File: src/rtl/fpgio_regs.vh
/*
 Register addresses, reset values, bit positions and pin masks of the
 four-port general-purpose I/O block. Included by the top module and the testbench.
*/
`ifndef FPGIO_REGS_VH
`define FPGIO_REGS_VH

// Register addresses on the 4-bit register port
`define FPGIO_ADDR_PA_DATA 4'h0
`define FPGIO_ADDR_PA_DIR 4'h1
`define FPGIO_ADDR_PB_DATA 4'h2
`define FPGIO_ADDR_PB_DIR 4'h3
`define FPGIO_ADDR_PC_DATA 4'h4
`define FPGIO_ADDR_PC_DIR 4'h5
`define FPGIO_ADDR_PD_DATA 4'h6
`define FPGIO_ADDR_PD_DIR 4'h7
`define FPGIO_ADDR_IRQ_EN 4'h8
`define FPGIO_ADDR_MISC 4'h9

// Reset values
`define FPGIO_RST_BYTE 8'h00
`define FPGIO_RST_PC 3'h0
`define FPGIO_RST_MISC 2'h0
`define FPGIO_RD_UNMAPPED 8'h00

// Port C: three implemented bits, the rest read as ones
`define FPGIO_PC_BITS 3
`define FPGIO_PC_ONES 5'h1F

// Miscellaneous register bit positions
`define FPGIO_MISC_CLKOUT 0
`define FPGIO_MISC_USB 1

// Pin attribute masks
`define FPGIO_PA_PULLUP 8'hF9
`define FPGIO_PA_OPEN_DRAIN 8'h06
`define FPGIO_PD_PULLUP 8'hF0
`define FPGIO_PC_PULLUP 3'h7
`define FPGIO_IRQ_RISING 8'h33

// Pin positions
`define FPGIO_PA_CLK 0
`define FPGIO_PA_SDA 1
`define FPGIO_PA_SCL 2
`define FPGIO_PA_TCLK 3
`define FPGIO_PA_CAP1 4
`define FPGIO_PA_CAP2 5
`define FPGIO_PA_CMP1 6
`define FPGIO_PA_CMP2 7
`define FPGIO_PB_USB 1
`define FPGIO_PC_RX 0
`define FPGIO_PC_TX 1
`define FPGIO_PC_USB 2

// Analog channel codes
`define FPGIO_ADC_PD_BASE 4'h8
`define FPGIO_ADC_PD_LAST 4'hB

`endif

File: src/rtl/fpgio_sync.v
/*
 Two-flop synchroniser, eight bits wide, for pin levels.
 Assumes the inputs are asynchronous to clk; the first stage is read only
 by the second.
*/
`timescale 1ns/1ps
module fpgio_sync (
    // Clock and reset
    input wire clk,
    input wire arst_n,
    input wire ce,
    // Levels
    input wire [7:0] d,
    output reg [7:0] q
);
    reg [7:0] meta;

    always @(posedge clk or negedge arst_n) begin
        if (!arst_n) begin
            meta <= 8'h00;
            q <= 8'h00;
        end else if (ce) begin
            meta <= d;
            q <= meta;
        end
    end
endmodule // fpgio_sync

File: src/rtl/fpgio_edge.v
/*
 Edge detector for the eight external interrupt inputs.
 Assumes synchronised levels. Bits set in RISING_MASK react to a rising
 edge, the others to a falling edge. Output is combinational, one cycle.
*/
`timescale 1ns/1ps
module fpgio_edge #(
    parameter [7:0] RISING_MASK = 8'h00
) (
    // Clock and reset
    input wire clk,
    input wire arst_n,
    input wire ce,
    // Levels and gating
    input wire [7:0] level,
    input wire [7:0] enable,
    output wire [7:0] event_hit
);
    reg [7:0] prev;

    always @(posedge clk or negedge arst_n) begin
        if (!arst_n) begin
            prev <= 8'h00;
        end else if (ce) begin
            prev <= level;
        end
    end

    // Both edges computed, polarity picked per bit
    assign event_hit = enable & {8{ce}} &
        ((RISING_MASK & level & ~prev) | (~RISING_MASK & ~level & prev));
endmodule // fpgio_edge

File: src/rtl/fpgio_top.v
/*
 Four-port general-purpose I/O block with fixed alternate functions.
 Holds the data and direction registers, pin muxing, pull-up control,
 analog switch select and the external interrupt edge requests.
 Assumes the timer, converter, I2C, serial and USB blocks drive their
 enables and signals from clk; pins are asynchronous. Each pin is split
 into input, output and active-low output enable; the pad adds pull-ups.
*/
`timescale 1ns/1ps
`include "fpgio_regs.vh"
module fpgio_top #(
    parameter SMALL_PACKAGE = 0
) (
    // Clock, reset, enable
    input wire clk,
    input wire arst_n,
    input wire ce,
    // Register port
    input wire [3:0] reg_addr,
    input wire [7:0] reg_wdata,
    input wire reg_wr,
    input wire reg_rd,
    output reg [7:0] reg_rdata,
    // Port A pins
    input wire [7:0] pa_in,
    output reg [7:0] pa_out,
    output reg [7:0] pa_oe_n,
    output reg [7:0] pa_pullup,
    // Port B pins
    input wire [7:0] pb_in,
    output reg [7:0] pb_out,
    output reg [7:0] pb_oe_n,
    // Port C pins
    input wire [2:0] pc_in,
    output reg [2:0] pc_out,
    output reg [2:0] pc_oe_n,
    output reg [2:0] pc_pullup,
    // Port D pins
    input wire [7:0] pd_in,
    output reg [7:0] pd_out,
    output reg [7:0] pd_oe_n,
    output reg [7:0] pd_pullup,
    // Timer
    input wire timer_clock_sel_hi,
    input wire timer_clock_sel_lo,
    input wire compare_one_pin_enable,
    input wire compare_two_pin_enable,
    input wire compare_output_one,
    input wire compare_output_two,
    output reg timer_external_clock_in,
    output reg capture_input_one,
    output reg capture_input_two,
    // I2C
    input wire i2c_enable,
    input wire i2c_sda_drive,
    input wire i2c_scl_drive,
    output reg i2c_sda_in,
    output reg i2c_scl_in,
    // Serial interface
    input wire serial_enable,
    input wire serial_transmit_out,
    output reg serial_receive_in,
    // USB
    input wire usb_transmit_enable_out,
    // Converter
    input wire [3:0] analog_channel_select,
    output reg [7:0] analog_switch_b,
    output reg [3:0] analog_switch_d,
    // Interrupt requests, one per vector
    output reg irq_port_a,
    output reg irq_port_b
);
    reg [7:0] pa_latch;
    reg [7:0] pa_dir;
    reg [7:0] pb_latch;
    reg [7:0] pb_dir;
    reg [2:0] pc_latch;
    reg [2:0] pc_dir;
    reg [7:0] pd_latch;
    reg [7:0] pd_dir;
    reg [7:0] ext_irq_enable_register;
    reg [1:0] misc_control_register;
    reg clk_half;

    wire [7:0] pa_sync;
    wire [7:0] pb_sync;
    wire [7:0] pcd_sync;
    wire [7:0] pd_sync;
    wire [7:0] irq_hit;
    wire [7:0] irq_level;
    wire [7:0] irq_gate;
    wire clock_output_select;
    wire usb_select;

    reg [7:0] next_pa_out;
    reg [7:0] next_pa_oe_n;
    reg [7:0] next_pb_out;
    reg [7:0] next_pb_oe_n;
    reg [2:0] next_pc_out;
    reg [2:0] next_pc_oe_n;
    reg [7:0] next_pa_dir_eff;
    reg [7:0] next_rdata;

    assign clock_output_select = misc_control_register[`FPGIO_MISC_CLKOUT];
    assign usb_select = misc_control_register[`FPGIO_MISC_USB];

    // Read value per bit: latch for outputs, pin for inputs and open drain
    function [7:0] port_read;
        input [7:0] latch;
        input [7:0] dir;
        input [7:0] pin;
        input [7:0] od;
        begin
            port_read = (latch & dir & ~od) | (pin & ~(dir & ~od));
        end
    endfunction

    // Input pull-up only where the pin has one and is an input
    function [7:0] pullup_of;
        input [7:0] mask;
        input [7:0] dir;
        begin
            pullup_of = mask & ~dir;
        end
    endfunction
    // Port C read and pull-up worked at byte width, then cut to its three pins
    wire [7:0] pc_read_full = port_read({5'h00, pc_latch}, {5'h00, pc_dir}, pcd_sync,
        `FPGIO_RST_BYTE);
    wire [7:0] pc_pull_full = pullup_of({5'h00, `FPGIO_PC_PULLUP}, {5'h00, ~next_pc_oe_n});

    fpgio_sync u_sync_a (
        .clk(clk),
        .arst_n(arst_n),
        .ce(ce),
        .d(pa_in),
        .q(pa_sync)
    );

    fpgio_sync u_sync_b (
        .clk(clk),
        .arst_n(arst_n),
        .ce(ce),
        .d(pb_in),
        .q(pb_sync)
    );

    fpgio_sync u_sync_c (
        .clk(clk),
        .arst_n(arst_n),
        .ce(ce),
        .d({5'h00, pc_in}),
        .q(pcd_sync)
    );

    fpgio_sync u_sync_d (
        .clk(clk),
        .arst_n(arst_n),
        .ce(ce),
        .d(pd_in),
        .q(pd_sync)
    );

    // Interrupt inputs: IT1..IT4 on A4..A7, IT5..IT8 on B4..B7
    assign irq_level = {pb_sync[7:4], pa_sync[7:4]};
    // Pins configured as outputs never raise a request
    assign irq_gate = ext_irq_enable_register &
        ~{pb_dir[7:4], next_pa_dir_eff[7:4]};

    fpgio_edge #(
        .RISING_MASK(`FPGIO_IRQ_RISING)
    ) u_edge (
        .clk(clk),
        .arst_n(arst_n),
        .ce(ce),
        .level(irq_level),
        .enable(irq_gate),
        .event_hit(irq_hit)
    );

    // Register writes
    always @(posedge clk or negedge arst_n) begin
        if (!arst_n) begin
            pa_latch <= `FPGIO_RST_BYTE;
            pa_dir <= `FPGIO_RST_BYTE;
            pb_latch <= `FPGIO_RST_BYTE;
            pb_dir <= `FPGIO_RST_BYTE;
            pc_latch <= `FPGIO_RST_PC;
            pc_dir <= `FPGIO_RST_PC;
            pd_latch <= `FPGIO_RST_BYTE;
            pd_dir <= `FPGIO_RST_BYTE;
            ext_irq_enable_register <= `FPGIO_RST_BYTE;
            misc_control_register <= `FPGIO_RST_MISC;
        end else if (ce && reg_wr) begin
            case (reg_addr)
                `FPGIO_ADDR_PA_DATA: pa_latch <= reg_wdata;
                `FPGIO_ADDR_PA_DIR: pa_dir <= reg_wdata;
                `FPGIO_ADDR_PB_DATA: pb_latch <= reg_wdata;
                `FPGIO_ADDR_PB_DIR: pb_dir <= reg_wdata;
                `FPGIO_ADDR_PC_DATA: pc_latch <= reg_wdata[`FPGIO_PC_BITS-1:0];
                `FPGIO_ADDR_PC_DIR: pc_dir <= reg_wdata[`FPGIO_PC_BITS-1:0];
                `FPGIO_ADDR_PD_DATA: pd_latch <= reg_wdata;
                `FPGIO_ADDR_PD_DIR: pd_dir <= reg_wdata;
                `FPGIO_ADDR_IRQ_EN: ext_irq_enable_register <= reg_wdata;
                `FPGIO_ADDR_MISC: misc_control_register <=
                    reg_wdata[`FPGIO_MISC_USB:`FPGIO_MISC_CLKOUT];
                default: ;
            endcase
        end
    end

    // Pin drive and alternate-function override
    always @* begin
        next_pa_dir_eff = pa_dir;
        next_pa_out = pa_latch & pa_dir;
        next_pa_oe_n = ~pa_dir;
        // Open-drain pins: drive low only, released otherwise
        next_pa_out[`FPGIO_PA_SDA] = 1'b0;
        next_pa_out[`FPGIO_PA_SCL] = 1'b0;
        if (i2c_enable) begin
            next_pa_oe_n[`FPGIO_PA_SDA] = i2c_sda_drive;
            next_pa_oe_n[`FPGIO_PA_SCL] = i2c_scl_drive;
            next_pa_dir_eff[`FPGIO_PA_SDA] = 1'b1;
            next_pa_dir_eff[`FPGIO_PA_SCL] = 1'b1;
        end else begin
            next_pa_oe_n[`FPGIO_PA_SDA] =
                ~(pa_dir[`FPGIO_PA_SDA] & ~pa_latch[`FPGIO_PA_SDA]);
            next_pa_oe_n[`FPGIO_PA_SCL] =
                ~(pa_dir[`FPGIO_PA_SCL] & ~pa_latch[`FPGIO_PA_SCL]);
        end
        if (clock_output_select) begin
            next_pa_out[`FPGIO_PA_CLK] = ~clk_half;
            next_pa_oe_n[`FPGIO_PA_CLK] = 1'b0;
            next_pa_dir_eff[`FPGIO_PA_CLK] = 1'b1;
        end
        if (compare_one_pin_enable) begin
            next_pa_out[`FPGIO_PA_CMP1] = compare_output_one;
            next_pa_oe_n[`FPGIO_PA_CMP1] = 1'b0;
            next_pa_dir_eff[`FPGIO_PA_CMP1] = 1'b1;
        end
        if (compare_two_pin_enable) begin
            next_pa_out[`FPGIO_PA_CMP2] = compare_output_two;
            next_pa_oe_n[`FPGIO_PA_CMP2] = 1'b0;
            next_pa_dir_eff[`FPGIO_PA_CMP2] = 1'b1;
        end

        next_pb_out = pb_latch & pb_dir;
        next_pb_oe_n = ~pb_dir;
        if (usb_select && SMALL_PACKAGE != 0) begin
            next_pb_out[`FPGIO_PB_USB] = usb_transmit_enable_out;
            next_pb_oe_n[`FPGIO_PB_USB] = 1'b0;
        end

        next_pc_out = pc_latch & pc_dir;
        next_pc_oe_n = ~pc_dir;
        if (serial_enable) begin
            next_pc_out[`FPGIO_PC_TX] = serial_transmit_out;
            next_pc_oe_n[`FPGIO_PC_TX] = 1'b0;
        end
        if (usb_select && SMALL_PACKAGE == 0) begin
            next_pc_out[`FPGIO_PC_USB] = usb_transmit_enable_out;
            next_pc_oe_n[`FPGIO_PC_USB] = 1'b0;
        end
    end

    // Read mux; open-drain pins of port A read the pin in output mode too
    always @* begin
        case (reg_addr)
            `FPGIO_ADDR_PA_DATA: next_rdata = port_read(pa_latch, pa_dir, pa_sync,
                `FPGIO_PA_OPEN_DRAIN);
            `FPGIO_ADDR_PA_DIR: next_rdata = pa_dir;
            `FPGIO_ADDR_PB_DATA: next_rdata = port_read(pb_latch, pb_dir, pb_sync,
                `FPGIO_RST_BYTE);
            `FPGIO_ADDR_PB_DIR: next_rdata = pb_dir;
            `FPGIO_ADDR_PC_DATA: next_rdata = {`FPGIO_PC_ONES,
                pc_read_full[`FPGIO_PC_BITS-1:0]};
            `FPGIO_ADDR_PC_DIR: next_rdata = {`FPGIO_PC_ONES, pc_dir};
            `FPGIO_ADDR_PD_DATA: next_rdata = port_read(pd_latch, pd_dir, pd_sync,
                `FPGIO_RST_BYTE);
            `FPGIO_ADDR_PD_DIR: next_rdata = pd_dir;
            `FPGIO_ADDR_IRQ_EN: next_rdata = ext_irq_enable_register;
            `FPGIO_ADDR_MISC: next_rdata = {6'h00, misc_control_register};
            default: next_rdata = `FPGIO_RD_UNMAPPED;
        endcase
    end

    // All outputs registered; pins therefore lag the registers by one cycle
    always @(posedge clk or negedge arst_n) begin
        if (!arst_n) begin
            reg_rdata <= `FPGIO_RST_BYTE;
            clk_half <= 1'b0;
            pa_out <= `FPGIO_RST_BYTE;
            pa_oe_n <= ~`FPGIO_RST_BYTE;
            pa_pullup <= `FPGIO_PA_PULLUP;
            pb_out <= `FPGIO_RST_BYTE;
            pb_oe_n <= ~`FPGIO_RST_BYTE;
            pc_out <= `FPGIO_RST_PC;
            pc_oe_n <= ~`FPGIO_RST_PC;
            pc_pullup <= `FPGIO_PC_PULLUP;
            pd_out <= `FPGIO_RST_BYTE;
            pd_oe_n <= ~`FPGIO_RST_BYTE;
            pd_pullup <= `FPGIO_PD_PULLUP;
            timer_external_clock_in <= 1'b0;
            capture_input_one <= 1'b0;
            capture_input_two <= 1'b0;
            i2c_sda_in <= 1'b1;
            i2c_scl_in <= 1'b1;
            serial_receive_in <= 1'b1;
            analog_switch_b <= `FPGIO_RST_BYTE;
            analog_switch_d <= 4'h0;
            irq_port_a <= 1'b0;
            irq_port_b <= 1'b0;
        end else if (ce) begin
            reg_rdata <= reg_rd ? next_rdata : `FPGIO_RD_UNMAPPED;
            // A flop cannot pass clk itself, so the pin carries clk / 2
            clk_half <= clock_output_select ? ~clk_half : 1'b0;
            pa_out <= next_pa_out;
            pa_oe_n <= next_pa_oe_n;
            pa_pullup <= pullup_of(`FPGIO_PA_PULLUP, next_pa_dir_eff);
            pb_out <= next_pb_out;
            pb_oe_n <= next_pb_oe_n;
            pc_out <= next_pc_out;
            pc_oe_n <= next_pc_oe_n;
            pc_pullup <= pc_pull_full[`FPGIO_PC_BITS-1:0];
            pd_out <= pd_latch & pd_dir;
            pd_oe_n <= ~pd_dir;
            pd_pullup <= pullup_of(`FPGIO_PD_PULLUP, pd_dir);
            timer_external_clock_in <= timer_clock_sel_hi & timer_clock_sel_lo &
                pa_sync[`FPGIO_PA_TCLK];
            capture_input_one <= pa_sync[`FPGIO_PA_CAP1];
            capture_input_two <= pa_sync[`FPGIO_PA_CAP2];
            i2c_sda_in <= pa_sync[`FPGIO_PA_SDA];
            i2c_scl_in <= pa_sync[`FPGIO_PA_SCL];
            serial_receive_in <= serial_enable ? pcd_sync[`FPGIO_PC_RX] : 1'b1;
            analog_switch_b <= (analog_channel_select[3] == 1'b0) ?
                (8'h01 << analog_channel_select[2:0]) : 8'h00;
            analog_switch_d <= (analog_channel_select >= `FPGIO_ADC_PD_BASE &&
                analog_channel_select <= `FPGIO_ADC_PD_LAST) ?
                (4'h1 << analog_channel_select[1:0]) : 4'h0;
            irq_port_a <= |irq_hit[3:0];
            irq_port_b <= |irq_hit[7:4];
        end
    end
endmodule // fpgio_top

File: config.mk
export PLATFORM = sky130hd
export DESIGN_NAME = fpgio_top
export DESIGN_NICKNAME = d
export VERILOG_FILES = /design/src/rtl/fpgio_sync.v /design/src/rtl/fpgio_edge.v /design/src/rtl/fpgio_top.v
export VERILOG_INCLUDE_DIRS = /design/src /design/src/rtl
export SDC_FILE = /design/constraint.sdc
export NUM_CORES = 1
export LEC_CHECK = 0
export CORE_MARGIN = 2
export CORE_UTILIZATION = 55
export DETAILED_ROUTE_END_ITERATION = 16
export DONT_BUFFER_PORTS = 1
export PLACE_DENSITY = 0.67
export SLEW_MARGIN = 20
export SYNTH_ARGS = -nofsm -noshare
export SYNTH_HDL_FRONTEND = slang
export SYNTH_SLANG_ARGS = --single-unit
File: constraint.sdc
create_clock -name clk -period 1.65 [get_ports clk]
set_input_delay 0.4125 -clock clk [delete_from_list [all_inputs] [get_ports clk]]
set_output_delay 0.4125 -clock clk [all_outputs]
set_load 0.01 [all_outputs]
==> metrics <==
first-pass GRT wire length=33.8 mm; max-slew violations=0; Max Freq=656 MHz; Num CTS Buffers=22; Root Driver=clkbuf_16; Netlist cell types=52; setup violators final=0; routability cong.=0.875; Cell Rows=46; I/O pin count=161; Clock transition at path regs=0.06 ns; port bufs=0; Sink Count=205; worst flop-to-flop path endpoint=reg_rdata[4]$_DFFE_PN0P_; prevailing post-synth register cell=dfrtp_1; Mean Syn Cell Area=12.0 um2; n_diodes=0; FF-to-FF setup slack=0.13 ns; Post-Syn Area=0.00904 mm2; ys async rst share=100%; Clock Tree Buf Depth=3; die area=0.0175 mm2; most frequent cells in the layout=dfrtp_1, mux2_2, inv_1; core area=0.0160 mm2; Iter 0 DRT Violations=381; Seq/Total Area, Yosys=57.1%; placed cell area=0.00933 mm2; Total Negative Setup Slacks=0 ns; Die Width=132 um; post-synth top area share=48.4%; placed cells=955; initial antenna violation count=0; reported max-cap violation count=0; startpoint types=flop; layout cells sized above 1=30.4%; Tcrit/Tclk final=92.4%; cells after synthesis=756; crit path DAT=1.88 ns; Hold Buf Count CTS=4; Area growth syn-to-layout=11.9%; flops & latches, synth=205; skew final=0.00694 ns; grt total ovfl=0; H-tree levels=1; final instance area=0.0101 mm2; RSZ-0062 raised after global routing=false; gr usage total=24.7%; number of global-route vias before repair=6016; Ys Warns=0; worst r2r path cells=5; DRT Wirelength=21.4 mm; Worst-Skew Late Latency=0.50 ns; post-route ant nets=0; min cycle time layout=1.52 ns; failing checks=hold timing; drt pass-1 iters=5; CTS tree=yes; final core utilization=63.3%; initial core utilization=56.5%; worst min path class=input port to async pin; VDD IR-drop max=0.775 mV; pwr/cell area=1310 mW/mm2; worst-path fanout max=6; Final Hold Fails=205; most common cell after layout, fill and taps aside=dfrtp_1; non-filler cells, final=999; Nets=827; DP Wirelength=14.6 mm; R2R Path Start=pa_dir[4]$_DFFE_PN0P_; via/cell ratio=5.75; Die Y=132 um; Post-synth EDFFs=0; DR DRC count=0; ranking of synthesized cells by area=dfrtp_1, mux2_2, dfstp_2; WL per Instance=21.4 um; outcome=finished with violations; via count=5744; Pleak=4.46 nW; Synth area leader=dfrtp_1; largest net degree at the start of global routing=206; Worst EP required=2.01 ns; hold slack=-0.387 ns; Setup CP Type=flop to flop; CP Capture Type=flop
-- synth_stat cells, types with 4 or more instances --
master,count
nand2_1,24
nor4bb_1,5
nor2_1,35
o22ai_1,8
dfrtp_1,175
mux2i_1,37
nand3b_1,5
dfstp_2,30
buf_2,9
mux2_2,130
clkbuf_1,22
a2111oi_0,4
inv_1,68
nand3_1,34
buf_4,23
nand4_1,6
nor2b_1,9
a21oi_1,27
nand2b_1,7
o21ai_0,57
-- per-layer routing --
layer	share of wire, %	up-vias	global-route usage [%]
met5	0	-	0
met4	3.4	0	9.02
met3	6.7	42	4.65
met2	48	189	40.8
met1	42	2888	32.7
li1	-	2625	-
-- where the power goes --
| group | switching [mW] | internal (mW) | leakage (nW) |
|---|---|---|---|
| Clock | 1.91 | 3.09 | 0.368 |
| Sequential | 0.851 | 5.93 | 2.52 |
| Combinational | 0.614 | 0.842 | 1.57 |
| Total | 3.37 | 9.86 | 4.46 |
-- per-stage QoR --
stage | setup slack (ns) | total power, mW
floorplan | -0.0716 | 7.86
global route | 0.00207 | 13.8
finish | 0.125 | 13.2
CTS | 0.109 | 13.4
global placement | -0.0723 | 8.23
detailed placement | -0.102 | 8.30
-- worst max path at each step --
stage / cells past startpoint / end / slack (ns) / start
after floorplan: 4 / pb_latch[1]$_DFFE_PN0P_ / -0.07 / reg_addr[0]
after global placement: 3 / pa_latch[2]$_DFFE_PN0P_ / -0.07 / reg_addr[1]
after detailed placement: 3 / pa_latch[3]$_DFFE_PN0P_ / -0.10 / reg_addr[1]
after CTS: 0 / pc_pullup[0] / 0.11 / pc_oe_n[0]$_DFFE_PN1P_
after global routing: 6 / reg_rdata[0]$_DFFE_PN0P_ / 0.002 / pd_dir[0]$_DFFE_PN0P_
final: 5 / reg_rdata[4]$_DFFE_PN0P_ / 0.13 / pa_dir[4]$_DFFE_PN0P_
-- layout make-up --
type	instances	area, um2
Clock buffer	35	671
Clock inverter	5	75.1
Fill cell	1322	5880
Inverter	68	255
Multi-Input combinational cell	435	3380
Sequential cell	205	5170
Tap cell	216	270
Timing Repair Buffer	35	308
-- worst max-delay path: stages, from the launching register on --
cell and delay, ns:
dfrtp_1 0.48, nor2b_1 0.13, a21oi_1 0.13, o22ai_1 0.09, a2111oi_1 0.37, o221ai_1 0.19
-- cells by family after synthesis --
logic type / share of synthesized area [%]
multiplexers: 20.3
buffers and inverters: 6.18
other: 0.0415
flip-flops: 57.1
AND/OR/NAND/NOR: 9.09
AO/OA/AOI/OAI: 7.26
-- repair_timing --
action / in CTS / in global routing
buffers inserted: 0 / 0
setup endpoints to repair: 0 / 2
resized for setup: 0 / 2
endpoints found under the hold margin: 224 / 205
Note: power is estimated with default switching activity, not from simulation.
